===== config.mk =====
export PLATFORM = sky130hd
export DESIGN_NAME = pci_config_command_status_regs
export DESIGN_NICKNAME = d
export VERILOG_FILES = /design/src/verilog/cfg_regs_pkg.sv /design/src/verilog/sticky_flag.sv /design/src/verilog/id_loader.sv /design/src/verilog/pci_config_command_status_regs.sv
export SDC_FILE = /design/constraint.sdc
export NUM_CORES = 1
export LEC_CHECK = 0
export ABC_AREA = 1
export BUFFER_PORTS_ARGS = -buffer_cell sky130_fd_sc_hd__clkbuf_2
export CAP_MARGIN = 20
export CORE_MARGIN = 2
export CORE_UTILIZATION = 45
export CTS_CLUSTER_SIZE = 10
export DETAILED_ROUTE_END_ITERATION = 7
export PLACE_DENSITY = 0.81
export SYNTH_ARGS = -nofsm -noshare
export SYNTH_HDL_FRONTEND = slang
export SYNTH_SLANG_ARGS = --single-unit

===== constraint.sdc =====
create_clock -name clk -period 1.1 [get_ports clk]
set_input_delay 0 -clock clk [delete_from_list [all_inputs] [get_ports clk]]
set_output_delay 0 -clock clk [all_outputs]
set_load 0.02 [all_outputs]

===== src/verilog/cfg_regs_pkg.sv =====
// constants for the configuration command/status register block
// Notes on behaviour
// - identification word bits 31..16 show the device identifier loaded from EEPROM, read-only
// - identification word bits 15..0 show the vendor identifier loaded from EEPROM, writes ignored
// - EEPROM-sourced fields reload automatically each time PCI reset is released
// - scratch register bits 15..8 are writable and read back the last write
// - signature register returns a hard-wired constant and ignores writes
// - parity error detected flag sets on any parity error, enable or not; resets 0
// - system error signalled flag sets whenever the device drives the system error pin
// - master abort received flag sets when own master transaction ends in master abort
// - target abort received flag sets when a target aborts own master transaction
// - device select timing field always reads binary 01, medium timing
// - master parity reported sets only on parity error pin, acting master, response enabled
// - fast back-to-back capable bit is constant 1, read-only
// - capabilities bit is read-only and mirrors bit 19 of control/status register 18
// - with system error response enabled, address parity error drives system error pin
// - with parity response disabled (reset value), parity errors drive neither the parity error pin nor system error bit 13 of register 5
// - with parity response enabled, parity error sets system error bit 13 of register 5
// - bus master enable gates all master activity, resets 0; host should set it
// - memory space enable allows memory accesses when 1, blocks when 0, resets 0
// - I/O space control is inverted: 0 permits I/O accesses, 1 blocks; resets 0
// - registers take defaults on hardware reset and keep contents across software reset
package cfg_regs_pkg;
	localparam logic [7:0] OFS_IDENTITY = 8'h00;
	localparam logic [7:0] OFS_CMD_STATUS = 8'h04;
	localparam logic [7:0] OFS_SCRATCH = 8'h40;
	localparam logic [7:0] OFS_SIGNATURE = 8'h80;
	// arbitrary value, not tied to any maker
	localparam logic [31:0] SIGNATURE_VALUE = 32'h5A5A_C3C3;
	localparam int BIT_PARITY_DETECTED = 31;
	localparam int BIT_SERR_SIGNALLED = 30;
	localparam int BIT_MASTER_ABORT = 29;
	localparam int BIT_TARGET_ABORT = 28;
	localparam int BIT_DEVSEL_LO = 25;
	localparam int BIT_MASTER_PARITY = 24;
	localparam int BIT_FAST_B2B = 23;
	localparam int BIT_CAP_LIST = 20;
	localparam int BIT_SERR_ENABLE = 8;
	localparam int BIT_PARITY_ENABLE = 6;
	localparam int BIT_MASTER_ENABLE = 2;
	localparam int BIT_MEMORY_ENABLE = 1;
	localparam int BIT_IO_DISABLE = 0;
	localparam int SCRATCH_LO = 8;
	localparam logic [1:0] DEVSEL_MEDIUM = 2'h1;
	localparam logic FAST_B2B_VALUE = 1'h1;
	localparam logic [7:0] SCRATCH_RESET = 8'h00;
	localparam logic [15:0] ID_RESET = 16'h0000;
	localparam int NUM_FLAGS = 5;
	localparam int FLAG_POS [NUM_FLAGS] = '{31, 30, 29, 28, 24};
endpackage


===== src/verilog/sticky_flag.sv =====
// one sticky status bit: hardware sets, host clears by writing one
`timescale 1ns/1ns
module sticky_flag (
	input wire logic clk,
	input wire logic rst,
	input wire logic set_pulse,
	input wire logic clear_pulse,
	output logic flag
);
	always_ff @(posedge clk) begin
		if (rst) begin
			flag <= 1'b0;
		end else if (set_pulse) begin
			// set beats a clear in the same cycle
			flag <= 1'b1;
		end else if (clear_pulse) begin
			flag <= 1'b0;
		end
	end

	chk_set_wins_clear: assert property (@(posedge clk) disable iff (rst)
		set_pulse |=> flag)
		else $error("event lost against clear");
	chk_flag_holds_set: assert property (@(posedge clk) disable iff (rst)
		(flag && !clear_pulse) |=> flag)
		else $error("flag dropped without clear");
endmodule // sticky_flag


===== src/verilog/id_loader.sv =====
// requests the EEPROM identifier load after each reset release and holds the result
`timescale 1ns/1ns
module id_loader (
	input wire logic clk,
	input wire logic rst,
	input wire logic eeprom_done,
	input wire logic [15:0] eeprom_device_id,
	input wire logic [15:0] eeprom_vendor_id,
	output logic load_request,
	output logic ids_valid,
	output logic [15:0] device_id,
	output logic [15:0] vendor_id
);
	typedef enum logic [2:0] {
		LD_START = 3'h1,
		LD_WAIT = 3'h2,
		LD_DONE = 3'h4
	} load_state_e;
	load_state_e state_reg;

	always_ff @(posedge clk) begin
		if (rst) begin
			state_reg <= LD_START;
		end else begin
			case (state_reg)
				LD_START: state_reg <= LD_WAIT;
				LD_WAIT: if (eeprom_done) state_reg <= LD_DONE;
				LD_DONE: state_reg <= LD_DONE;
				default: state_reg <= LD_START;
			endcase
		end
	end

	assign load_request = (state_reg == LD_START) && !rst;
	assign ids_valid = (state_reg == LD_DONE);

	always_ff @(posedge clk) begin
		if (rst) begin
			device_id <= cfg_regs_pkg::ID_RESET;
			vendor_id <= cfg_regs_pkg::ID_RESET;
		end else if (state_reg == LD_WAIT && eeprom_done) begin
			device_id <= eeprom_device_id;
			vendor_id <= eeprom_vendor_id;
		end
	end

	chk_load_after_reset: assert property (@(posedge clk)
		$fell(rst) |-> load_request)
		else $error("no load request after reset release");
	chk_ids_captured: assert property (@(posedge clk) disable iff (rst)
		(state_reg == LD_WAIT && eeprom_done) |=> (device_id == $past(eeprom_device_id)
		&& vendor_id == $past(eeprom_vendor_id)))
		else $error("identifiers not captured");
	cov_load_done: cover property (@(posedge clk) disable iff (rst) $rose(ids_valid));
endmodule // id_loader


===== src/verilog/pci_config_command_status_regs.sv =====
// configuration identity, command/status, scratch and signature registers
`timescale 1ns/1ns
module pci_config_command_status_regs (
	input wire logic clk,
	input wire logic rst,
	// configuration access from the PCI target
	input wire logic cfg_write,
	input wire logic cfg_read,
	input wire logic [7:0] cfg_addr,
	input wire logic [3:0] cfg_byte_en,
	input wire logic [31:0] cfg_wdata,
	output logic [31:0] cfg_rdata,
	output logic cfg_rvalid,
	// serial EEPROM loader handshake
	input wire logic eeprom_done,
	input wire logic [15:0] eeprom_device_id,
	input wire logic [15:0] eeprom_vendor_id,
	output logic eeprom_load_request,
	// bus events from the PCI core
	input wire logic data_parity_error,
	input wire logic addr_parity_error,
	input wire logic perr_seen,
	input wire logic acting_master,
	input wire logic master_abort_event,
	input wire logic target_abort_event,
	input wire logic control_status_reg_18_bit19,
	// access gating
	input wire logic master_request,
	input wire logic memory_hit,
	input wire logic io_hit,
	output logic master_grant_ok,
	output logic memory_claim,
	output logic io_claim,
	// open-drain error pins
	output logic serr_out,
	output logic serr_oe,
	output logic perr_out,
	output logic perr_oe,
	output logic control_status_reg_5_sys_err_set
);
	logic system_error_response_enable;
	logic parity_response_enable;
	logic bus_master_enable;
	logic memory_space_enable;
	logic io_space_disable;
	logic [7:0] scratch_reg;
	logic ids_valid;
	logic [15:0] loaded_device_identifier;
	logic [15:0] loaded_vendor_identifier;
	logic serr_drive_reg;
	logic perr_drive_reg;
	logic sys_err_set_reg;
	logic [31:0] rdata_reg;
	logic rvalid_reg;
	logic [31:0] read_word;
	logic [cfg_regs_pkg::NUM_FLAGS-1:0] flag_set;
	logic [cfg_regs_pkg::NUM_FLAGS-1:0] flag_q;
	logic write_cmd_status;
	logic write_scratch;
	logic parity_error_detected_flag;
	logic system_error_signalled_flag;
	logic master_abort_received_flag;
	logic target_abort_received_flag;
	logic master_parity_reported_flag;
	logic [1:0] devsel_timing_field;
	logic fast_b2b_capable_flag;
	logic capability_list_flag;

	assign write_cmd_status = cfg_write && (cfg_addr == cfg_regs_pkg::OFS_CMD_STATUS);
	assign write_scratch = cfg_write && (cfg_addr == cfg_regs_pkg::OFS_SCRATCH);

	// identifiers come back from EEPROM after every reset release
	id_loader u_id_loader (
		.clk(clk),
		.rst(rst),
		.eeprom_done(eeprom_done),
		.eeprom_device_id(eeprom_device_id),
		.eeprom_vendor_id(eeprom_vendor_id),
		.load_request(eeprom_load_request),
		.ids_valid(ids_valid),
		.device_id(loaded_device_identifier),
		.vendor_id(loaded_vendor_identifier)
	);

	// command bits, byte lane 0 and lane 1
	// only the hardware reset clears these; a software reset of the
	// controller core does not reach this block at all
	always_ff @(posedge clk) begin
		if (rst) begin
			parity_response_enable <= 1'b0;
			bus_master_enable <= 1'b0;
			memory_space_enable <= 1'b0;
			io_space_disable <= 1'b0;
		end else if (write_cmd_status && cfg_byte_en[0]) begin
			parity_response_enable <= cfg_wdata[cfg_regs_pkg::BIT_PARITY_ENABLE];
			bus_master_enable <= cfg_wdata[cfg_regs_pkg::BIT_MASTER_ENABLE];
			memory_space_enable <= cfg_wdata[cfg_regs_pkg::BIT_MEMORY_ENABLE];
			io_space_disable <= cfg_wdata[cfg_regs_pkg::BIT_IO_DISABLE];
		end
	end

	always_ff @(posedge clk) begin
		if (rst) begin
			system_error_response_enable <= 1'b0;
		end else if (write_cmd_status && cfg_byte_en[1]) begin
			system_error_response_enable <= cfg_wdata[cfg_regs_pkg::BIT_SERR_ENABLE];
		end
	end

	// scratch byte sits in lane 1
	always_ff @(posedge clk) begin
		if (rst) begin
			scratch_reg <= cfg_regs_pkg::SCRATCH_RESET;
		end else if (write_scratch && cfg_byte_en[1]) begin
			scratch_reg <= cfg_wdata[cfg_regs_pkg::SCRATCH_LO +: 8];
		end
	end

	// error pin drivers, one-cycle pulses
	always_ff @(posedge clk) begin
		if (rst) begin
			serr_drive_reg <= 1'b0;
			perr_drive_reg <= 1'b0;
			sys_err_set_reg <= 1'b0;
		end else begin
			serr_drive_reg <= system_error_response_enable && addr_parity_error;
			// parity response off: a data parity error is counted in status only
			perr_drive_reg <= parity_response_enable && data_parity_error;
			sys_err_set_reg <= parity_response_enable && (data_parity_error || addr_parity_error);
		end
	end

	assign serr_out = 1'b0;
	assign serr_oe = serr_drive_reg;
	assign perr_out = 1'b0;
	assign perr_oe = perr_drive_reg;
	assign control_status_reg_5_sys_err_set = sys_err_set_reg;

	// flag order follows FLAG_POS: parity, serr, master abort, target abort, master parity
	assign flag_set[0] = data_parity_error || addr_parity_error;
	assign flag_set[1] = serr_drive_reg;
	assign flag_set[2] = acting_master && master_abort_event;
	assign flag_set[3] = acting_master && target_abort_event;
	assign flag_set[4] = (perr_drive_reg || perr_seen) && acting_master && parity_response_enable;

	// status flags clear by writing one to the bit in lane 3
	generate
		for (genvar i = 0; i < cfg_regs_pkg::NUM_FLAGS; i++) begin : g_flag
			sticky_flag u_flag (
				.clk(clk),
				.rst(rst),
				.set_pulse(flag_set[i]),
				.clear_pulse(write_cmd_status && cfg_byte_en[3] && cfg_wdata[cfg_regs_pkg::FLAG_POS[i]]),
				.flag(flag_q[i])
			);
		end
	endgenerate

	assign parity_error_detected_flag = flag_q[0];
	assign system_error_signalled_flag = flag_q[1];
	assign master_abort_received_flag = flag_q[2];
	assign target_abort_received_flag = flag_q[3];
	assign master_parity_reported_flag = flag_q[4];
	assign devsel_timing_field = cfg_regs_pkg::DEVSEL_MEDIUM;
	assign fast_b2b_capable_flag = cfg_regs_pkg::FAST_B2B_VALUE;
	assign capability_list_flag = control_status_reg_18_bit19;

	// access gating toward the PCI core
	assign master_grant_ok = master_request && bus_master_enable;
	assign memory_claim = memory_hit && memory_space_enable;
	assign io_claim = io_hit && !io_space_disable;

	// read mux; unmapped offsets read zero
	always_comb begin
		read_word = 32'h0000_0000;
		case (cfg_addr)
			cfg_regs_pkg::OFS_IDENTITY: begin
				read_word = {loaded_device_identifier, loaded_vendor_identifier};
			end
			cfg_regs_pkg::OFS_CMD_STATUS: begin
				read_word[cfg_regs_pkg::BIT_PARITY_DETECTED] = parity_error_detected_flag;
				read_word[cfg_regs_pkg::BIT_SERR_SIGNALLED] = system_error_signalled_flag;
				read_word[cfg_regs_pkg::BIT_MASTER_ABORT] = master_abort_received_flag;
				read_word[cfg_regs_pkg::BIT_TARGET_ABORT] = target_abort_received_flag;
				read_word[cfg_regs_pkg::BIT_DEVSEL_LO +: 2] = devsel_timing_field;
				read_word[cfg_regs_pkg::BIT_MASTER_PARITY] = master_parity_reported_flag;
				read_word[cfg_regs_pkg::BIT_FAST_B2B] = fast_b2b_capable_flag;
				read_word[cfg_regs_pkg::BIT_CAP_LIST] = capability_list_flag;
				read_word[cfg_regs_pkg::BIT_SERR_ENABLE] = system_error_response_enable;
				read_word[cfg_regs_pkg::BIT_PARITY_ENABLE] = parity_response_enable;
				read_word[cfg_regs_pkg::BIT_MASTER_ENABLE] = bus_master_enable;
				read_word[cfg_regs_pkg::BIT_MEMORY_ENABLE] = memory_space_enable;
				read_word[cfg_regs_pkg::BIT_IO_DISABLE] = io_space_disable;
			end
			cfg_regs_pkg::OFS_SCRATCH: begin
				read_word[cfg_regs_pkg::SCRATCH_LO +: 8] = scratch_reg;
			end
			cfg_regs_pkg::OFS_SIGNATURE: begin
				read_word = cfg_regs_pkg::SIGNATURE_VALUE;
			end
			default: begin
				read_word = 32'h0000_0000;
			end
		endcase
	end

	// whole word returned; byte enables only matter for writes
	always_ff @(posedge clk) begin
		if (rst) begin
			rdata_reg <= 32'h0000_0000;
			rvalid_reg <= 1'b0;
		end else begin
			rvalid_reg <= cfg_read;
			if (cfg_read) begin
				rdata_reg <= read_word;
			end
		end
	end

	assign cfg_rdata = rdata_reg;
	assign cfg_rvalid = rvalid_reg;

	chk_id_read_only: assert property (@(posedge clk) disable iff (rst)
		(ids_valid && !$rose(ids_valid)) |-> $stable(loaded_device_identifier))
		else $error("device identifier changed after load");
	chk_vendor_read_only: assert property (@(posedge clk) disable iff (rst)
		(ids_valid && !$rose(ids_valid)) |-> $stable(loaded_vendor_identifier))
		else $error("vendor identifier changed after load");
	chk_scratch_readback: assert property (@(posedge clk) disable iff (rst)
		(write_scratch && cfg_byte_en[1]) ##1 (cfg_read && cfg_addr == cfg_regs_pkg::OFS_SCRATCH
		&& !write_scratch) |=> cfg_rdata[15:8] == $past(cfg_wdata[15:8], 2))
		else $error("scratch byte did not read back");
	chk_signature_const: assert property (@(posedge clk) disable iff (rst)
		(cfg_read && cfg_addr == cfg_regs_pkg::OFS_SIGNATURE) |=> cfg_rvalid
		&& cfg_rdata == cfg_regs_pkg::SIGNATURE_VALUE)
		else $error("signature read wrong");
	chk_parity_any_enable: assert property (@(posedge clk) disable iff (rst)
		(data_parity_error || addr_parity_error) |=> parity_error_detected_flag)
		else $error("parity flag not set");
	chk_serr_sets_ses: assert property (@(posedge clk) disable iff (rst)
		serr_oe |=> system_error_signalled_flag)
		else $error("serr driven without status");
	chk_master_abort: assert property (@(posedge clk) disable iff (rst)
		(acting_master && master_abort_event) |=> master_abort_received_flag)
		else $error("master abort not recorded");
	chk_target_abort: assert property (@(posedge clk) disable iff (rst)
		(acting_master && target_abort_event) |=> target_abort_received_flag)
		else $error("target abort not recorded");
	chk_devsel_read: assert property (@(posedge clk) disable iff (rst)
		(cfg_read && cfg_addr == cfg_regs_pkg::OFS_CMD_STATUS) |=> cfg_rdata[26:25] == 2'h1
		&& cfg_rdata[23])
		else $error("devsel or fast b2b field wrong");
	chk_mpr_needs_enable: assert property (@(posedge clk) disable iff (rst)
		$rose(master_parity_reported_flag) |-> $past(parity_response_enable && acting_master))
		else $error("master parity set without conditions");
	chk_cap_mirror: assert property (@(posedge clk) disable iff (rst)
		(cfg_read && cfg_addr == cfg_regs_pkg::OFS_CMD_STATUS) |=>
		cfg_rdata[20] == $past(control_status_reg_18_bit19))
		else $error("capability bit not mirrored");
	chk_serr_on_addr: assert property (@(posedge clk) disable iff (rst)
		(system_error_response_enable && addr_parity_error) |=> serr_oe)
		else $error("serr not driven");
	chk_no_perr_disabled: assert property (@(posedge clk) disable iff (rst)
		!$past(parity_response_enable) |-> !perr_oe && !control_status_reg_5_sys_err_set)
		else $error("parity response while disabled");
	chk_control_status_reg_5_set: assert property (@(posedge clk) disable iff (rst)
		(parity_response_enable && data_parity_error) |=> control_status_reg_5_sys_err_set)
		else $error("control_status_reg_5 system error not set");
	chk_master_gate: assert property (@(posedge clk) disable iff (rst)
		!bus_master_enable |-> !master_grant_ok)
		else $error("master activity while disabled");
	chk_mem_io_gate: assert property (@(posedge clk) disable iff (rst)
		(!memory_space_enable |-> !memory_claim) and (io_space_disable |-> !io_claim))
		else $error("access claimed while blocked");
	chk_reset_defaults: assert property (@(posedge clk)
		rst |=> !bus_master_enable && !memory_space_enable && !io_space_disable
		&& !parity_response_enable && !system_error_response_enable)
		else $error("command bits not at default");
	chk_flags_reset: assert property (@(posedge clk)
		rst |=> flag_q == '0)
		else $error("status flags not cleared by reset");
	chk_addr_parity_control_status_reg_5: assert property (@(posedge clk) disable iff (rst)
		(parity_response_enable && addr_parity_error) |=> control_status_reg_5_sys_err_set)
		else $error("control_status_reg_5 system error missed on address parity");
	chk_mpr_sets: assert property (@(posedge clk) disable iff (rst)
		(perr_seen && acting_master && parity_response_enable) |=> master_parity_reported_flag)
		else $error("master parity report not set");
	chk_abort_needs_master: assert property (@(posedge clk) disable iff (rst)
		($rose(master_abort_received_flag) || $rose(target_abort_received_flag)) |-> $past(acting_master))
		else $error("abort recorded while not master");
	chk_io_open: assert property (@(posedge clk) disable iff (rst)
		(io_hit && !io_space_disable) |-> io_claim)
		else $error("io access blocked while permitted");
	chk_memory_open: assert property (@(posedge clk) disable iff (rst)
		(memory_hit && memory_space_enable) |-> memory_claim)
		else $error("memory access blocked while permitted");
	chk_scratch_lane_off: assert property (@(posedge clk) disable iff (rst)
		(write_scratch && !cfg_byte_en[1]) |=> $stable(scratch_reg))
		else $error("scratch changed without its lane");
	// only a lane 0 write or hardware reset may move the lane 0 command bits
	chk_cmd_bits_hold: assert property (@(posedge clk) disable iff (rst)
		!(write_cmd_status && cfg_byte_en[0]) |=> $stable({parity_response_enable, bus_master_enable,
		memory_space_enable, io_space_disable}))
		else $error("command bits changed without a write");

	cov_parity_reported: cover property (@(posedge clk) disable iff (rst) $rose(master_parity_reported_flag));
	cov_serr_driven: cover property (@(posedge clk) disable iff (rst) $rose(serr_oe));
	cov_flag_cleared: cover property (@(posedge clk) disable iff (rst) $fell(parity_error_detected_flag));
	cov_master_enabled: cover property (@(posedge clk) disable iff (rst) master_grant_ok);
endmodule // pci_config_command_status_regs


==> impl_metrics.sql <==
INSERT INTO impl_metrics (metric_group, metric, value, unit) VALUES
('critical_path', 'critical_path_class', 'reg -> reg', ''),
('sta', 'grt_setup_unrepaired', 'yes', ''),
('run', 'drv.max_cap_violation_count', '0', ''),
('hold_path', 'worst_hold_path.endpoint', 'system_error_response_enable$_SDFFE_PP0P_', ''),
('floorplanning', 'io-pin-count', '133', ''),
('synth', 'post_synth_xor_area_fraction', '0', ''),
('sta', 'fmaxAchievable', '783', 'MHz'),
('global_routing', 'number_of_global_route_vias_before_repair', '3714', ''),
('placement', 'preCtsSetupSlack', '-100', 'ps'),
('cells_and_area', 'antenna-diode-count', '0', ''),
('synth', 'yosys.cell_types.count', '29', ''),
('clock_network', 'cts_buffer_depth', '2', ''),
('placement', 'portBuffers', '114', ''),
('sta', 'finalClockSkew', '8.56', 'ps'),
('sta', 'slew_worst_pin', '512', 'ps'),
('cells_and_area', 'layout.filler_cells', '598', ''),
('route', 'drt-wirelength-per-cell', '15.0', 'um'),
('route', 'post-route-drc-count', '0', ''),
('sta', 'maxSlewHeadroom', '0.659', ''),
('synth', 'syn-instance-count', '484', ''),
('cells_and_area', 'post_route_cells_drive_above_1_share', '0.349', ''),
('sta', 'tcrit_tclk_final', '1.16', ''),
('critical_path', 'r2r_setup_slack', '-180', 'ps'),
('critical_path', 'worst_setup_path_start_kind', 'register', ''),
('floorplanning', 'floorplan.initialDensity', '0.459', ''),
('power', 'pwr-share-clk', '0.369', ''),
('synth', 'yosys_register_bits', '89', ''),
('synth', 'synthAdderAreaFrac', '0', ''),
('power', 'internal_power', '5.88', 'mW'),
('cells_and_area', 'largest_register_ff_count', '32', ''),
('floorplanning', 'std_cell_rows', '33', ''),
('sta', 'report.final.slew_viol_count', '0', ''),
('route', 'antenna_left', '0', ''),
('floorplanning', 'floorplan.core_area', '8130', 'um^2'),
('power', 'net_load_switching_power', '2.07', 'mW'),
('critical_path', 'crit_path_cell_trace', 'nor2_4 -> nand3_4 -> buf_12 -> clkbuf_16 -> o21ai_4 -> a21oi_1', ''),
('route', 'vias', '4033', ''),
('global_routing', 'globalRouteTotalUtil', '0.236', ''),
('cells_and_area', 'flow.area_growth_from_synthesis', '56.0', '%'),
('global_routing', 'gr-total-overflow', '0', ''),
('critical_path', 'slowest_stage', 'sky130_fd_sc_hd__dfxtp_2', ''),
('placement', 'place_congestion', '0.885', ''),
('floorplanning', 'die_area', '9050', 'um^2'),
('route', 'number_of_drc_markers_after_the_initial_detailed_route_iteration', '150', ''),
('power', 'powerDensity', '1360', 'nW/um^2'),
('cells_and_area', 'most-common-layout-cells', '112 x sky130_fd_sc_hd__clkbuf_2, 89 x sky130_fd_sc_hd__nand2_1, 86 x sky130_fd_sc_hd__dfxtp_1', ''),
('global_routing', 'grt_first_pass_wirelength', '16.6', 'mm'),
('sta', 'setup_viol_count_final', '30', ''),
('synth', 'post_synth_instance_area', '3740', 'um^2'),
('clock_network', 'tritoncts.num_buffers', '9', ''),
('critical_path', 'cp_data_arrival_time', '1520', 'ps'),
('clock_network', 'htreeDepth', '3', ''),
('power', 'netSwitchingFraction', '0.261', ''),
('sta', 'post_route_setup_slack', '-177', 'ps'),
('route', 'post_drt_via_cell_ratio', '5.16', ''),
('power', 'power.static_leakage', '2.54', 'nW'),
('clock_network', 'root_buffer', 'sky130_fd_sc_hd__clkbuf_8', ''),
('floorplanning', 'die_x', '95.1', 'um'),
('placement', 'detailedPlacementHpwl', '6.85', 'mm'),
('route', 'finalWirelength', '11.8', 'mm'),
('hold_path', 'min_from', 'cfg_byte_en[1]', ''),
('synth', 'synth_compound_gate_area_share', '0.197', ''),
('outcome', 'violations', 'setup timing', ''),
('outcome', 'outcome', 'complete, but fails checks', ''),
('synth', 'sequential_cell_area_fraction_in_the_yosys_report', '0.477', ''),
('global_routing', 'grt_antenna_before_repair', '0', ''),
('synth', 'synth.mux.area_fraction', '0', ''),
('synth', 'synthesis.area_per_instance', '7.72', 'um^2'),
('cells_and_area', 'final_core_utilization', '0.717', ''),
('sta', 'finalWorstPathRequiredPeriod', '1280', 'ps'),
('synth', 'yosys.area_share.simple', '0.230', '');
==> per-layer routing <==
| metal | vias to the layer above | part of all wire | track usage |
|---|---|---|---|
| met1 | 1861 | 0.40 | 0.284 |
| met2 | 172 | 0.51 | 0.400 |
| met5 | - | 0 | 0 |
| met4 | 0 | 0.036 | 0.133 |
| met3 | 41 | 0.056 | 0.0372 |
| li1 | 1959 | - | - |
==> cell families after synthesis <==
| group | Yosys count |
|---|---|
| buf+inv | 83 |
| compound gates | 142 |
| simple gates | 169 |
| flops | 89 |
| other cells | 1 |
==> through the flow <==
step | setup TNS [ps] | area [um^2] | total power [mW] | cells | hold WS (ps)
finish | -3540 | 5830 | 7.95 | 781 | 3.46
global route | -4950 | 5830 | 8.23 | 781 | 24.1
CTS | -1230 | 5470 | 7.60 | 773 | 2.00
detailed placement | -666 | 4510 | 4.45 | 696 | 234
global placement | -40.8 | 4510 | 4.41 | 696 | 230
floorplan | 0 | 3740 | 4.09 | 485 | 115
==> repair_timing <==
item	in CTS	in global routing
pin swaps	1	9
hold buffers	60	0
endpoints found under the setup margin	30	34
setup buffers	0	4
cloned	1	6
resized for setup	35	61
endpoints found under the hold margin	55	0
==> synth_stat cells, drive strengths merged <==
master,instances,area (um^2)
a21oi,73,384
a31oi,2,12.5
buf,12,83.8
clkbuf,16,60.1
conb,1,3.75
dfxtp,89,1780
inv,55,211
nand2,97,417
nand3,29,160
nand3b,1,7.51
nor2,29,200
nor3,13,76.3
o211ai,1,7.51
o21ai,66,330
==> area by class of cell <==
type	count	area (um^2)	area share
multi-input cells	313	1830	0.314
clock buffers	9	124	0.0212
well taps	105	131	0.0225
inverters	55	211	0.0363
flip-flops and latches	89	1790	0.306
repair buffers	203	1610	0.276
clock inverters	7	143	0.0245
==> worst max-delay path: cells and delay by family (launching register included) <==
family / cells / cell delay [ps]
buffers and inverters: 2 / 360
flip-flops: 1 / 350
AND/OR/NAND/NOR: 2 / 280
AO/OA/AOI/OAI: 2 / 190
==> how the worst max path moves through the flow <==
stage                                                        end                             startpoint
final                      u_id_loader.device_id[0]$_SDFFE_PP0P_  u_id_loader.state_reg[0]$_SDFFE_PP1P_
after global routing       u_id_loader.device_id[0]$_SDFFE_PP0P_  u_id_loader.state_reg[0]$_SDFFE_PP1P_
after CTS                                    eeprom_load_request  u_id_loader.state_reg[2]$_SDFFE_PP0P_
after detailed placement  u_id_loader.vendor_id[12]$_SDFFE_PP0P_  u_id_loader.state_reg[2]$_SDFFE_PP0P_
after global placement     u_id_loader.vendor_id[6]$_SDFFE_PP0P_  u_id_loader.state_reg[2]$_SDFFE_PP0P_
after floorplan            u_id_loader.device_id[0]$_SDFFE_PP0P_  u_id_loader.state_reg[2]$_SDFFE_PP0P_
==> power groups by stage <==
stage	clock network (mW)	registers, mW	logic (mW)
final	2.93	3.55	1.47
after global routing	3.08	3.57	1.57
after CTS	2.95	3.53	1.13
after detailed placement	0	3.59	0.859
after global placement	0	3.58	0.826
after floorplan	0	3.60	0.491
Note: power is estimated with default switching activity, not from simulation.
